### config.mk
export PLATFORM = sky130hd
export DESIGN_NAME = csm_clock_ctrl
export DESIGN_NICKNAME = d
export VERILOG_FILES = /design/src/logic/csm_pkg.sv /design/src/logic/csm_clock_ctrl.sv
export SDC_FILE = /design/constraint.sdc
export NUM_CORES = 1
export LEC_CHECK = 0
export BUFFER_PORTS_ARGS = -buffer_cell sky130_fd_sc_hd__buf_2
export CAP_MARGIN = 10
export CORE_ASPECT_RATIO = 1.1
export CORE_MARGIN = 3
export CORE_UTILIZATION = 30
export DETAILED_ROUTE_END_ITERATION = 12
export SYNTH_ARGS = -nofsm -noshare
export SYNTH_HDL_FRONTEND = slang
export SYNTH_SLANG_ARGS = --single-unit
### constraint.sdc
create_clock -name mclk -period 3.3 [get_ports mclk]
set_clock_uncertainty 0.05 [all_clocks]
set_input_delay 0.165 -clock mclk [delete_from_list [all_inputs] [get_ports mclk]]
set_output_delay 0.165 -clock mclk [all_outputs]
set_load 0.05 [all_outputs]
### src/logic/csm_pkg.sv
package csm_pkg;
   // Command opcode fields
   localparam logic [4:0] OSC_CMD_CODE   = 5'h03;  // Upper five bits 00011
   localparam logic [3:0] PAIR01_CODE    = 4'hC;   // Pair 0/1 selector
   localparam logic [3:0] PAIR23_CODE    = 4'hD;   // Pair 2/3 selector
   localparam logic [3:0] PAIR45_CODE    = 4'hE;   // Pair 4/5 selector
   localparam logic [2:0] FRAME_CMD_CODE = 3'h1;   // Frame prescaler command
   // Oscillator command bit positions
   localparam int         SRC_BIT        = 0;
   localparam int         DRV_BIT        = 1;
   localparam int         RATE_BIT       = 2;
   // Reset values
   localparam logic [4:0] FD_RESET       = 5'h0E;  // Divide factor 24
   localparam logic [1:0] MODE_RESET     = 2'h0;
   // Frame divider base
   localparam int         FRAME_BASE     = 48;
   // Nominal internal oscillator
   localparam int         OSC_KHZ        = 230;
   localparam int         CLK_MHZ        = 100;
   localparam int         OSC_HALF_CYC   = (CLK_MHZ * 1000) / (2 * OSC_KHZ);
   // Output lane modes
   typedef enum logic [1:0] {
      CSM_LCD0   = 2'b00,
      CSM_LCD1   = 2'b01,
      CSM_STATIC = 2'b10,
      CSM_PWM    = 2'b11
   } csm_mode_e;
endpackage : csm_pkg

### src/logic/csm_clock_ctrl.sv
`timescale 1ns/1ps
// Behaviour
// RULE_01: Source bit 1 makes pin input only
// RULE_02: Rate bit must match external clock rate
// RULE_03: Internal source times everything from oscillator
// RULE_04: Oscillator on per sleep, source, PWM
// RULE_05: PWM with slow external starts oscillator
// RULE_06: Oscillator stopped while reset asserted
// RULE_07: Clock pin released during reset
// RULE_08: Pin drive disabled after power-on
// RULE_09: Drive pin only internal and enabled
// RULE_10: Pin carries prescaled intermediate clock
// RULE_11: Sleeping undriven pin stays released
// RULE_12: Frame is integer division of clock
// RULE_13: Prescaler programs frame rate steps
// RULE_14: Host keeps external clock while display on
// RULE_15: Pair commands decode upper nibble
// RULE_16: Two-bit lane mode decode
// RULE_17: Oscillator command upper bits 00011
// RULE_18: Sleep reverts PWM lanes to static
// RULE_19: Intermediate clock from oscillator via prescaler
// RULE_20: Source switch without short pulses
module csm_clock_ctrl
   import csm_pkg::*;
#(
   parameter int LANES = 6
) (
   // Clock and reset
   input  wire logic             mclk,
   input  wire logic             srst,
   // Command byte from the serial front end
   input  wire logic             cmd_valid,
   input  wire logic [7:0]       cmd_byte,
   // Other control state
   input  wire logic             sleep_request,
   input  wire logic             pwm_enable,
   input  wire logic [LANES-1:0] pwm_level,
   input  wire logic [LANES-1:0] static_level,
   // Shared clock pin, split
   input  wire logic             shared_clock_pin_i,
   output logic                  shared_clock_pin_o,
   output logic                  shared_clock_pin_oe,
   // Status
   output logic                  osc_run_q,
   output logic                  timing_clk_q,
   output logic                  frame_tick_q,
   output logic [LANES-1:0]      lane_is_lcd_q,
   output logic [LANES-1:0]      static_level_output
);
   import csm_pkg::*;

   // Oscillator configuration bits
   logic             clock_source_select_q;
   logic             clock_pin_drive_enable_q;
   logic             ext_rate_select_q;
   logic [4:0]       fd_q;                      // Frame prescaler code
   logic [2*LANES-1:0] lane_mode_field_q;       // Two bits per lane
   logic [7:0]       osc_cnt_q;                 // Oscillator half period count
   logic             osc_clk_q;                 // Modelled 230 kHz oscillator
   logic             pin_s1_q, pin_s2_q, pin_s3_q; // External clock sync
   logic             sel_ext_q;                 // Glitch-free mux selection
   logic [6:0]       q_cnt_q;                   // Divide factor counter
   logic             inter_clk_q;               // Intermediate clock
   logic [5:0]       fr_cnt_q;                  // Divide by 48 counter
   logic             osc_on;
   logic             tick_src;
   logic             ext_edge;
   logic             osc_edge;
   logic             inter_edge;
   logic             rate_tick;

   // Divide factor lookup, small table kept as constants
   function automatic logic [6:0] div_q(input logic [4:0] fd);
      case (fd)
         5'h00: div_q = 7'd80;
         5'h01: div_q = 7'd68;
         5'h02: div_q = 7'd60;
         5'h03: div_q = 7'd53;
         5'h04: div_q = 7'd48;
         5'h05: div_q = 7'd44;
         5'h06: div_q = 7'd40;
         5'h07: div_q = 7'd37;
         5'h08: div_q = 7'd34;
         5'h09: div_q = 7'd32;
         5'h0A: div_q = 7'd30;
         5'h0B: div_q = 7'd28;
         5'h0C: div_q = 7'd27;
         5'h0D: div_q = 7'd25;
         5'h0E: div_q = 7'd24;
         5'h0F: div_q = 7'd23;
         5'h10: div_q = 7'd22;
         5'h11: div_q = 7'd21;
         5'h12: div_q = 7'd20;
         default: div_q = 7'd24; // Codes past the table fall to nominal
      endcase
   endfunction : div_q

   // Oscillator command register, defaults all zero
   always_ff @(posedge mclk) begin
      if (srst) begin
         clock_source_select_q    <= 1'b0;
         clock_pin_drive_enable_q <= 1'b0; // RULE_08
         ext_rate_select_q        <= 1'b0;
      end else if (cmd_valid && cmd_byte[7:3] == OSC_CMD_CODE) begin // RULE_17
         clock_source_select_q    <= cmd_byte[SRC_BIT];
         clock_pin_drive_enable_q <= cmd_byte[DRV_BIT];
         ext_rate_select_q        <= cmd_byte[RATE_BIT]; // RULE_02
      end
   end

   // Frame prescaler command
   always_ff @(posedge mclk) begin
      if (srst) begin
         fd_q <= FD_RESET;
      end else if (cmd_valid && cmd_byte[7:5] == FRAME_CMD_CODE) begin
         fd_q <= cmd_byte[4:0]; // RULE_13
      end
   end

   // Output pair mode commands: odd lane in 3:2, even lane in 1:0
   always_ff @(posedge mclk) begin
      if (srst) begin
         lane_mode_field_q <= '0;
      end else if (cmd_valid) begin
         case (cmd_byte[7:4]) // RULE_15
            PAIR01_CODE: lane_mode_field_q[3:0]   <= cmd_byte[3:0];
            PAIR23_CODE: lane_mode_field_q[7:4]   <= cmd_byte[3:0];
            PAIR45_CODE: lane_mode_field_q[11:8]  <= cmd_byte[3:0];
            default: begin
               // Other commands leave the lane modes alone
            end
         endcase
      end
   end

   // Oscillator enable: off in sleep and reset, else per source and PWM
   assign osc_on = !sleep_request && !srst && // RULE_04 RULE_06
                   (!clock_source_select_q || // RULE_03
                    (!ext_rate_select_q && pwm_enable)); // RULE_05

   // Oscillator model: toggles at about 230 kHz while enabled
   always_ff @(posedge mclk) begin
      if (srst || !osc_on) begin
         osc_cnt_q <= '0; // RULE_06
         osc_clk_q <= 1'b0;
         osc_run_q <= 1'b0;
      end else begin
         osc_run_q <= 1'b1;
         if (osc_cnt_q == 8'(OSC_HALF_CYC - 1)) begin
            osc_cnt_q <= '0;
            osc_clk_q <= ~osc_clk_q;
         end else begin
            osc_cnt_q <= osc_cnt_q + 8'h01;
         end
      end
   end

   // External clock synchroniser; stage one feeds stage two only
   always_ff @(posedge mclk) begin
      if (srst) begin
         pin_s1_q <= 1'b0;
         pin_s2_q <= 1'b0;
         pin_s3_q <= 1'b0;
      end else begin
         pin_s1_q <= shared_clock_pin_i;
         pin_s2_q <= pin_s1_q;
         pin_s3_q <= pin_s2_q;
      end
   end

   assign ext_edge = pin_s2_q && !pin_s3_q;
   assign osc_edge = osc_cnt_q == 8'(OSC_HALF_CYC - 1) && !osc_clk_q;

   // Source swaps only while both sources are low, so no short pulse
   always_ff @(posedge mclk) begin
      if (srst) begin
         sel_ext_q <= 1'b0;
      end else if (!osc_clk_q && !pin_s2_q) begin
         sel_ext_q <= clock_source_select_q; // RULE_20 RULE_01
      end
   end

   assign tick_src = sel_ext_q ? ext_edge : osc_edge; // RULE_03

   // Divide factor stage gives the intermediate clock
   always_ff @(posedge mclk) begin
      if (srst) begin
         q_cnt_q     <= '0;
         inter_clk_q <= 1'b0;
      end else if (tick_src) begin
         if (q_cnt_q >= div_q(fd_q) - 7'd1) begin // RULE_19
            q_cnt_q <= '0;
         end else begin
            q_cnt_q <= q_cnt_q + 7'd1;
         end
         // High for the lower half; odd factors give uneven duty
         inter_clk_q <= q_cnt_q < (div_q(fd_q) >> 1); // RULE_10
      end
   end

   assign inter_edge = tick_src && q_cnt_q == 7'd0;
   // A slow external clock skips the q stage and feeds 48 directly
   assign rate_tick  = (sel_ext_q && !ext_rate_select_q) ? tick_src : inter_edge; // RULE_12

   // Frame divider by 48
   always_ff @(posedge mclk) begin
      if (srst) begin
         fr_cnt_q     <= '0;
         frame_tick_q <= 1'b0;
      end else begin
         frame_tick_q <= 1'b0;
         if (rate_tick) begin
            if (fr_cnt_q == 6'(FRAME_BASE - 1)) begin
               fr_cnt_q     <= '0;
               frame_tick_q <= 1'b1; // RULE_12
            end else begin
               fr_cnt_q <= fr_cnt_q + 6'd1;
            end
         end
      end
   end

   // Registered timing clock for LCD and PWM logic
   always_ff @(posedge mclk) begin
      if (srst) begin
         timing_clk_q <= 1'b0;
      end else begin
         timing_clk_q <= sel_ext_q ? pin_s2_q : osc_clk_q;
      end
   end

   // Pin driver: internal source and drive enable only; high in sleep
   always_ff @(posedge mclk) begin
      if (srst) begin
         shared_clock_pin_oe <= 1'b0; // RULE_07
         shared_clock_pin_o  <= 1'b0;
      end else begin
         shared_clock_pin_oe <= !clock_source_select_q &&
                                clock_pin_drive_enable_q; // RULE_09 RULE_11
         shared_clock_pin_o  <= sleep_request ? 1'b1 : inter_clk_q; // RULE_10
      end
   end

   // Lane decode; PWM lanes fall back to static level in sleep
   always_ff @(posedge mclk) begin
      if (srst) begin
         lane_is_lcd_q       <= '1;
         static_level_output <= '0;
      end else begin
         for (int i = 0; i < LANES; i++) begin
            case (csm_mode_e'(lane_mode_field_q[2*i +: 2])) // RULE_16
               CSM_STATIC: begin
                  lane_is_lcd_q[i]       <= 1'b0;
                  static_level_output[i] <= static_level[i];
               end
               CSM_PWM: begin
                  lane_is_lcd_q[i]       <= 1'b0;
                  static_level_output[i] <= (sleep_request || !osc_run_q) ?
                                            static_level[i] : pwm_level[i]; // RULE_18
               end
               default: begin
                  lane_is_lcd_q[i]       <= 1'b1;
                  static_level_output[i] <= 1'b0;
               end
            endcase
         end
      end
   end

   // Checks
   property p_osc_off_sleep;
      @(posedge mclk) disable iff (srst) sleep_request |=> !osc_run_q;
   endproperty
   a_osc_off_sleep: assert property (p_osc_off_sleep) else $error("osc runs in sleep"); // RULE_04

   property p_osc_slow_pwm;
      @(posedge mclk) disable iff (srst)
         (clock_source_select_q && !ext_rate_select_q && pwm_enable && !sleep_request)[*2]
         |-> osc_run_q;
   endproperty
   a_osc_slow_pwm: assert property (p_osc_slow_pwm) else $error("osc idle for pwm"); // RULE_05

   property p_pin_src;
      @(posedge mclk) disable iff (srst) shared_clock_pin_oe |-> $past(!clock_source_select_q);
   endproperty
   a_pin_src: assert property (p_pin_src) else $error("pin driven with external"); // RULE_09

   property p_pin_reset;
      @(posedge mclk) srst |=> !shared_clock_pin_oe;
   endproperty
   a_pin_reset: assert property (p_pin_reset) else $error("pin driven after reset"); // RULE_07

   property p_osc_reset;
      @(posedge mclk) srst |=> !osc_run_q;
   endproperty
   a_osc_reset: assert property (p_osc_reset) else $error("osc runs in reset"); // RULE_06

   property p_fd_load;
      @(posedge mclk) disable iff (srst)
         cmd_valid && cmd_byte[7:5] == FRAME_CMD_CODE |=> fd_q == $past(cmd_byte[4:0]);
   endproperty
   a_fd_load: assert property (p_fd_load) else $error("prescaler not loaded"); // RULE_13

   property p_pair_load;
      @(posedge mclk) disable iff (srst)
         cmd_valid && cmd_byte[7:4] == PAIR23_CODE
         |=> lane_mode_field_q[7:4] == $past(cmd_byte[3:0]);
   endproperty
   a_pair_load: assert property (p_pair_load) else $error("pair mode not loaded"); // RULE_15

   property p_frame_tick;
      @(posedge mclk) disable iff (srst) frame_tick_q |=> !frame_tick_q;
   endproperty
   a_frame_tick: assert property (p_frame_tick) else $error("frame tick too long"); // RULE_12

   // Internal source keeps the oscillator running while awake
   property p_osc_int;
      @(posedge mclk) disable iff (srst)
         !clock_source_select_q && !sleep_request |=> osc_run_q;
   endproperty
   a_osc_int: assert property (p_osc_int) else $error("osc idle on internal"); // RULE_03

   // External source never drives the pin, whatever the drive bit holds
   property p_src_pin;
      @(posedge mclk) disable iff (srst) clock_source_select_q |=> !shared_clock_pin_oe;
   endproperty
   a_src_pin: assert property (p_src_pin) else $error("pin driven on external"); // RULE_01

   // Sleep parks the pin data high, so a driven pin shows a steady level
   property p_pin_sleep;
      @(posedge mclk) disable iff (srst) sleep_request |=> shared_clock_pin_o;
   endproperty
   a_pin_sleep: assert property (p_pin_sleep) else $error("pin not high in sleep"); // RULE_11

   // Mode bit 1 alone splits segment lanes from static and PWM lanes
   property p_lane_lcd;
      @(posedge mclk) disable iff (srst) lane_is_lcd_q[0] == $past(!lane_mode_field_q[1]);
   endproperty
   a_lane_lcd: assert property (p_lane_lcd) else $error("lane 0 kind wrong"); // RULE_16

   // A sleeping PWM lane shows its static level one edge later
   property p_pwm_sleep;
      @(posedge mclk) disable iff (srst) sleep_request && lane_mode_field_q[3:2] == CSM_PWM
         |=> static_level_output[1] == $past(static_level[1]);
   endproperty
   a_pwm_sleep: assert property (p_pwm_sleep) else $error("pwm lane live in sleep"); // RULE_18
endmodule : csm_clock_ctrl

==> results.md <==
Outcome:
- The flow ran to the end, and the final reports show no timing, DRC or antenna violations.

Final layout:
- The ratio of cells with drive above 1 in the final layout is 0.156.
- Summing all non-filler instances in the final layout gives an area of between 4000 and 5000 um2.
- Compared with the post-synthesis result, the final layout area differs by 18.8%.
- The core utilization of the finished layout is 0.372.
- The leading cell type in the layout, fill and taps excluded is dfxtp_1.
- The net count of the finished layout is 500.
- The post-layout instance count excluding filler cells is 604.
- The library cells used most frequently in the layout, excluding fill and tap cells, are 71 x dfxtp_1, 48 x nand2_1, 47 x nor2_1.

Die:
- The starting density of the core is 0.313.
- The number of ports placed on the die boundary is 43.
- In this run the core area contains 40 standard-cell rows.
- The total die area is 13000 um2.
- Measured along the x axis, the die boundary spans 109 um.
- The core area is ~11000 um2.
- The die is between 100 and 150 um tall.

Detailed routing:
- The number of vias after detailed routing is 2937.
- Summed over all layers, the routed wires come to 7640 um.
- The average vias per placed instance is 4.86.
- The first detailed-routing pass took 4 iterations.
- After detailed routing, the number of remaining DRC violations is 0.
- The detailed router's first-iteration violation count is 69.
- Dividing the detail-routed wire length by the instance count gives around 13 um.
- In this run the remaining antenna-violating nets after routing total 0.

Clocking:
- The clock root buffer is clkbuf_16.
- The clock tree from TritonCTS is done.
- The number of buffers created by CTS is 9.
- Clock latency on the worst-skew pair, taken at its later pin, is 0.33 ns.
- Counting along the longest clock path gives a buffer depth of 2.
- After clock tree synthesis, the clock-pin slew on the worst setup and hold paths is about 0.060 ns.
- The post-cts sizing count is 0.
- The number of levels in the clock H-tree is 3.
- Post-CTS timing repair inserted 0 buffers for setup.
- The number of buffers inserted by hold repair at cts is 1.
- The number of sinks handled by clock tree synthesis is 71.

Timing:
- The tightest hold path in the finished design has a slack of 0.0171 ns.
- The minimum clock period after layout is 2.25 ns.
- The number of max-slew violations in the final report is 0.
- Dividing the final minimum period by the clock period gives 0.682.
- In the final timing run, aggregate negative setup slack is 0 ns.
- Measured against its own limit, the worst slew margin works out to 0.391.
- Setup violations remaining at the end of the flow were counted as 0.
- For the pin with the worst max-slew slack, the measured transition is 0.911 ns.
- The number of hold-slack violations in the final timing report is 0.
- Setup repair after global routing left no endpoint under its margin.
- For this run, the top clock speed supported by timing is between 400 and 500 MHz.

Yosys:
- Sorting the synthesized cells by area gives the leading types as dfxtp_1 41%, ha_1 8.2%, mux2i_1 5.2%, nand2_1 5.2%, nor2_1 5.0%.
- The share of synthesized area in the top cell type comes to 0.407.
- For this run, the number of Yosys warnings is 0.
- Yosys mapped a number of flops with a built-in enable equal to 0.
- The synthesized design contains between 70 and 80 register bits.
- Synthesis produced a netlist whose cell count is 409.
- For this run, the register share of the synthesized area comes to 0.407.
- The count of unique library cells instantiated by Yosys is 47.
- The synthesized netlist occupies a cell area of 3500 um2.
- The net count after synthesis is about 460.
- The fraction of registers with async set or reset after synthesis is 0.
- The largest area contributor in the synthesized netlist is dfxtp_1.
- The most common flop cell mapped by yosys is dfxtp_1.
- After synthesis, the mean cell area works out to 8.55 um2.

Place:
- Detailed placement ended at an HPWL of 5570 um.
- The number of placed instances with taps included is between 500 and 600.
- Input and output buffers added on the ports amount to 42.
- The global placement routability congestion is a little under 0.8.
- In this run the cell area measured after placement is 3860 um2.

Setup path:
- Of all nets on the critical path, the largest fanout is 5.
- The critical setup path kind is reg2reg.
- The worst register-to-register path ends at fr_cnt_q[5].
- The slowest stage cell on the critical path is or4_1.
- STA classifies the critical path startpoint as a register.
- The internal reg-to-reg setup slack is 1.05 ns.
- For the worst setup path, the data required time is 3.52 ns.
- The critical path endpoint category is a register.
- The largest incremental delay on the critical path is 0.49 ns.
- The critical path goes through inv_1, ha_1, or4b_4, o32ai_4, nand4_4, or4_1, o21ai_1.
- For the worst setup path, the data arrival time is 2.47 ns.
- The critical register-to-register path startpoint is q_cnt_q[0].
- The depth of the worst register-to-register path is 7.

Global route:
- The number of global-route vias before repair is ~2800.
- In the global route stage, met3 resource usage came out at 0.0417.
- The most used routing layer in global routing is met2.
- In the global route stage, met1 resource usage came out at 0.162.
- The number of antenna violations at the first check in global routing is 0.
- The first global-routing pass estimated 13200 um of wire.
- For this run the aggregate overflow at the end of global routing stands at 0.
- The total track usage is 0.128.
- The pin count of the biggest net entering global routing is 43.
- For met2 alone, demand over resource in global routing was 0.197.

Worst hold path:
- In this run the most critical hold path is launched from static_level[4].
- The path category of the worst min-delay check is in2reg.
- The worst hold endpoint is static_level_output[4].
- The worst hold path cell count is 3.

Power:
- Of the total power, the clock network draws 0.454.
- The switching part of the total is 0.258.
- The power per cell area is 485 nW/um2.
- The internal power is 1.49 mW.
- The switching power total is 0.520 mW.
- The part of the power in combinational logic is 0.099.
- The worst-case vdd ir drop is 0.257 mV.
- The standby leakage power is 1.67 nW.
- The share of total power dissipated in sequential elements is 0.448.

Flow run:
- Across the run, the number of max-cap violations was 0.
[layout make-up]
| class | instances | area, um2 |
|---|---|---|
| clock inverter | 6 | 42.5 |
| tap | 147 | 184 |
| antenna | 1 | 2.50 |
| fill | 1148 | 7010 |
| sequential | 71 | 1420 |
| timing repair buffer | 47 | 250 |
| multi-input combinational | 303 | 1940 |
| clock buffer | 10 | 239 |
| inverter | 19 | 71.3 |
[how the worst max path moves through the flow]
stage	start	endpoint	slack (ns)	depth (start not counted)
floorplan	register	q_cnt_q[2]	1.09	12
global placement	q_cnt_q[0]	fr_cnt_q[5]	1.11	7
detailed placement	register	q_cnt_q[4]	1.05	12
CTS	q_cnt_q[0]	fr_cnt_q[5]	1.03	7
global route	register	q_cnt_q[6]	0.79	10
finish	q_cnt_q[0]	fr_cnt_q[5]	1.05	7
[cells in the mapped netlist, types with 10 or more instances]
cell and instances:
a21oi_1 24, clkbuf_1 12, dfxtp_1 71, ha_1 23, inv_1 19, mux2i_1 18, nand2_1 48, nand3_1 29
nor2_1 47, nor3_1 12, o21ai_0 10
[metal layers]
| metal | vias up | routed length, um |
|---|---|---|
| met2 | 49 | 3440 |
| met4 | 0 | 158 |
| met1 | 1375 | 3710 |
| li1 | 1503 | - |
| met5 | - | 0 |
| met3 | 10 | 333 |
[worst max-delay path, delay by kind of cell, from the launching register on]
family                     cells  cell delay, ns
adders and majority gates      1            0.15
and+or+nand+nor                3            1.11
buffers and inverters          1            0.11
DFF                            1            0.35
AOI/OAI and AO/OA              2            0.42
[power groups by stage]
stage	registers (mW)	logic (mW)	clock network, mW
2_1_floorplan	0.920	0.135	0
3_5_place_dp	0.920	0.197	0
3_3_place_gp	0.920	0.191	0
5_1_grt	0.904	0.226	0.983
6_report	0.901	0.198	0.913
4_1_cts	0.901	0.199	0.941
[per-stage QoR]
| step | total power, mW | setup WS [ns] |
|---|---|---|
| floorplan | 1.06 | 1.09 |
| global placement | 1.11 | 1.11 |
| detailed placement | 1.12 | 1.05 |
| CTS | 2.04 | 1.03 |
| global route | 2.11 | 0.791 |
| finish | 2.01 | 1.05 |
[sequential cells by signal, summed over array words and instances (netlist names), 5 cells and up, named ones only]
name,flops
lane_mode_field_q,12
osc_cnt_q,8
q_cnt_q,7
fr_cnt_q,6
fd_q,5
static_level_output,6
lane_is_lcd_q,6
[kinds of logic (layout without fill, tap and decap cells)]
group,after synthesis,count (layout),synth area share
flops,71,71,0.407
mux,19,19,0.0548
simple gates,188,188,0.271
buf+inv,35,82,0.0383
xor+xnor,15,15,0.0376
compound gates,58,58,0.110
other cells,0,1,0
fa+ha+maj,23,23,0.0823
Note: power is estimated with default switching activity, not from simulation.
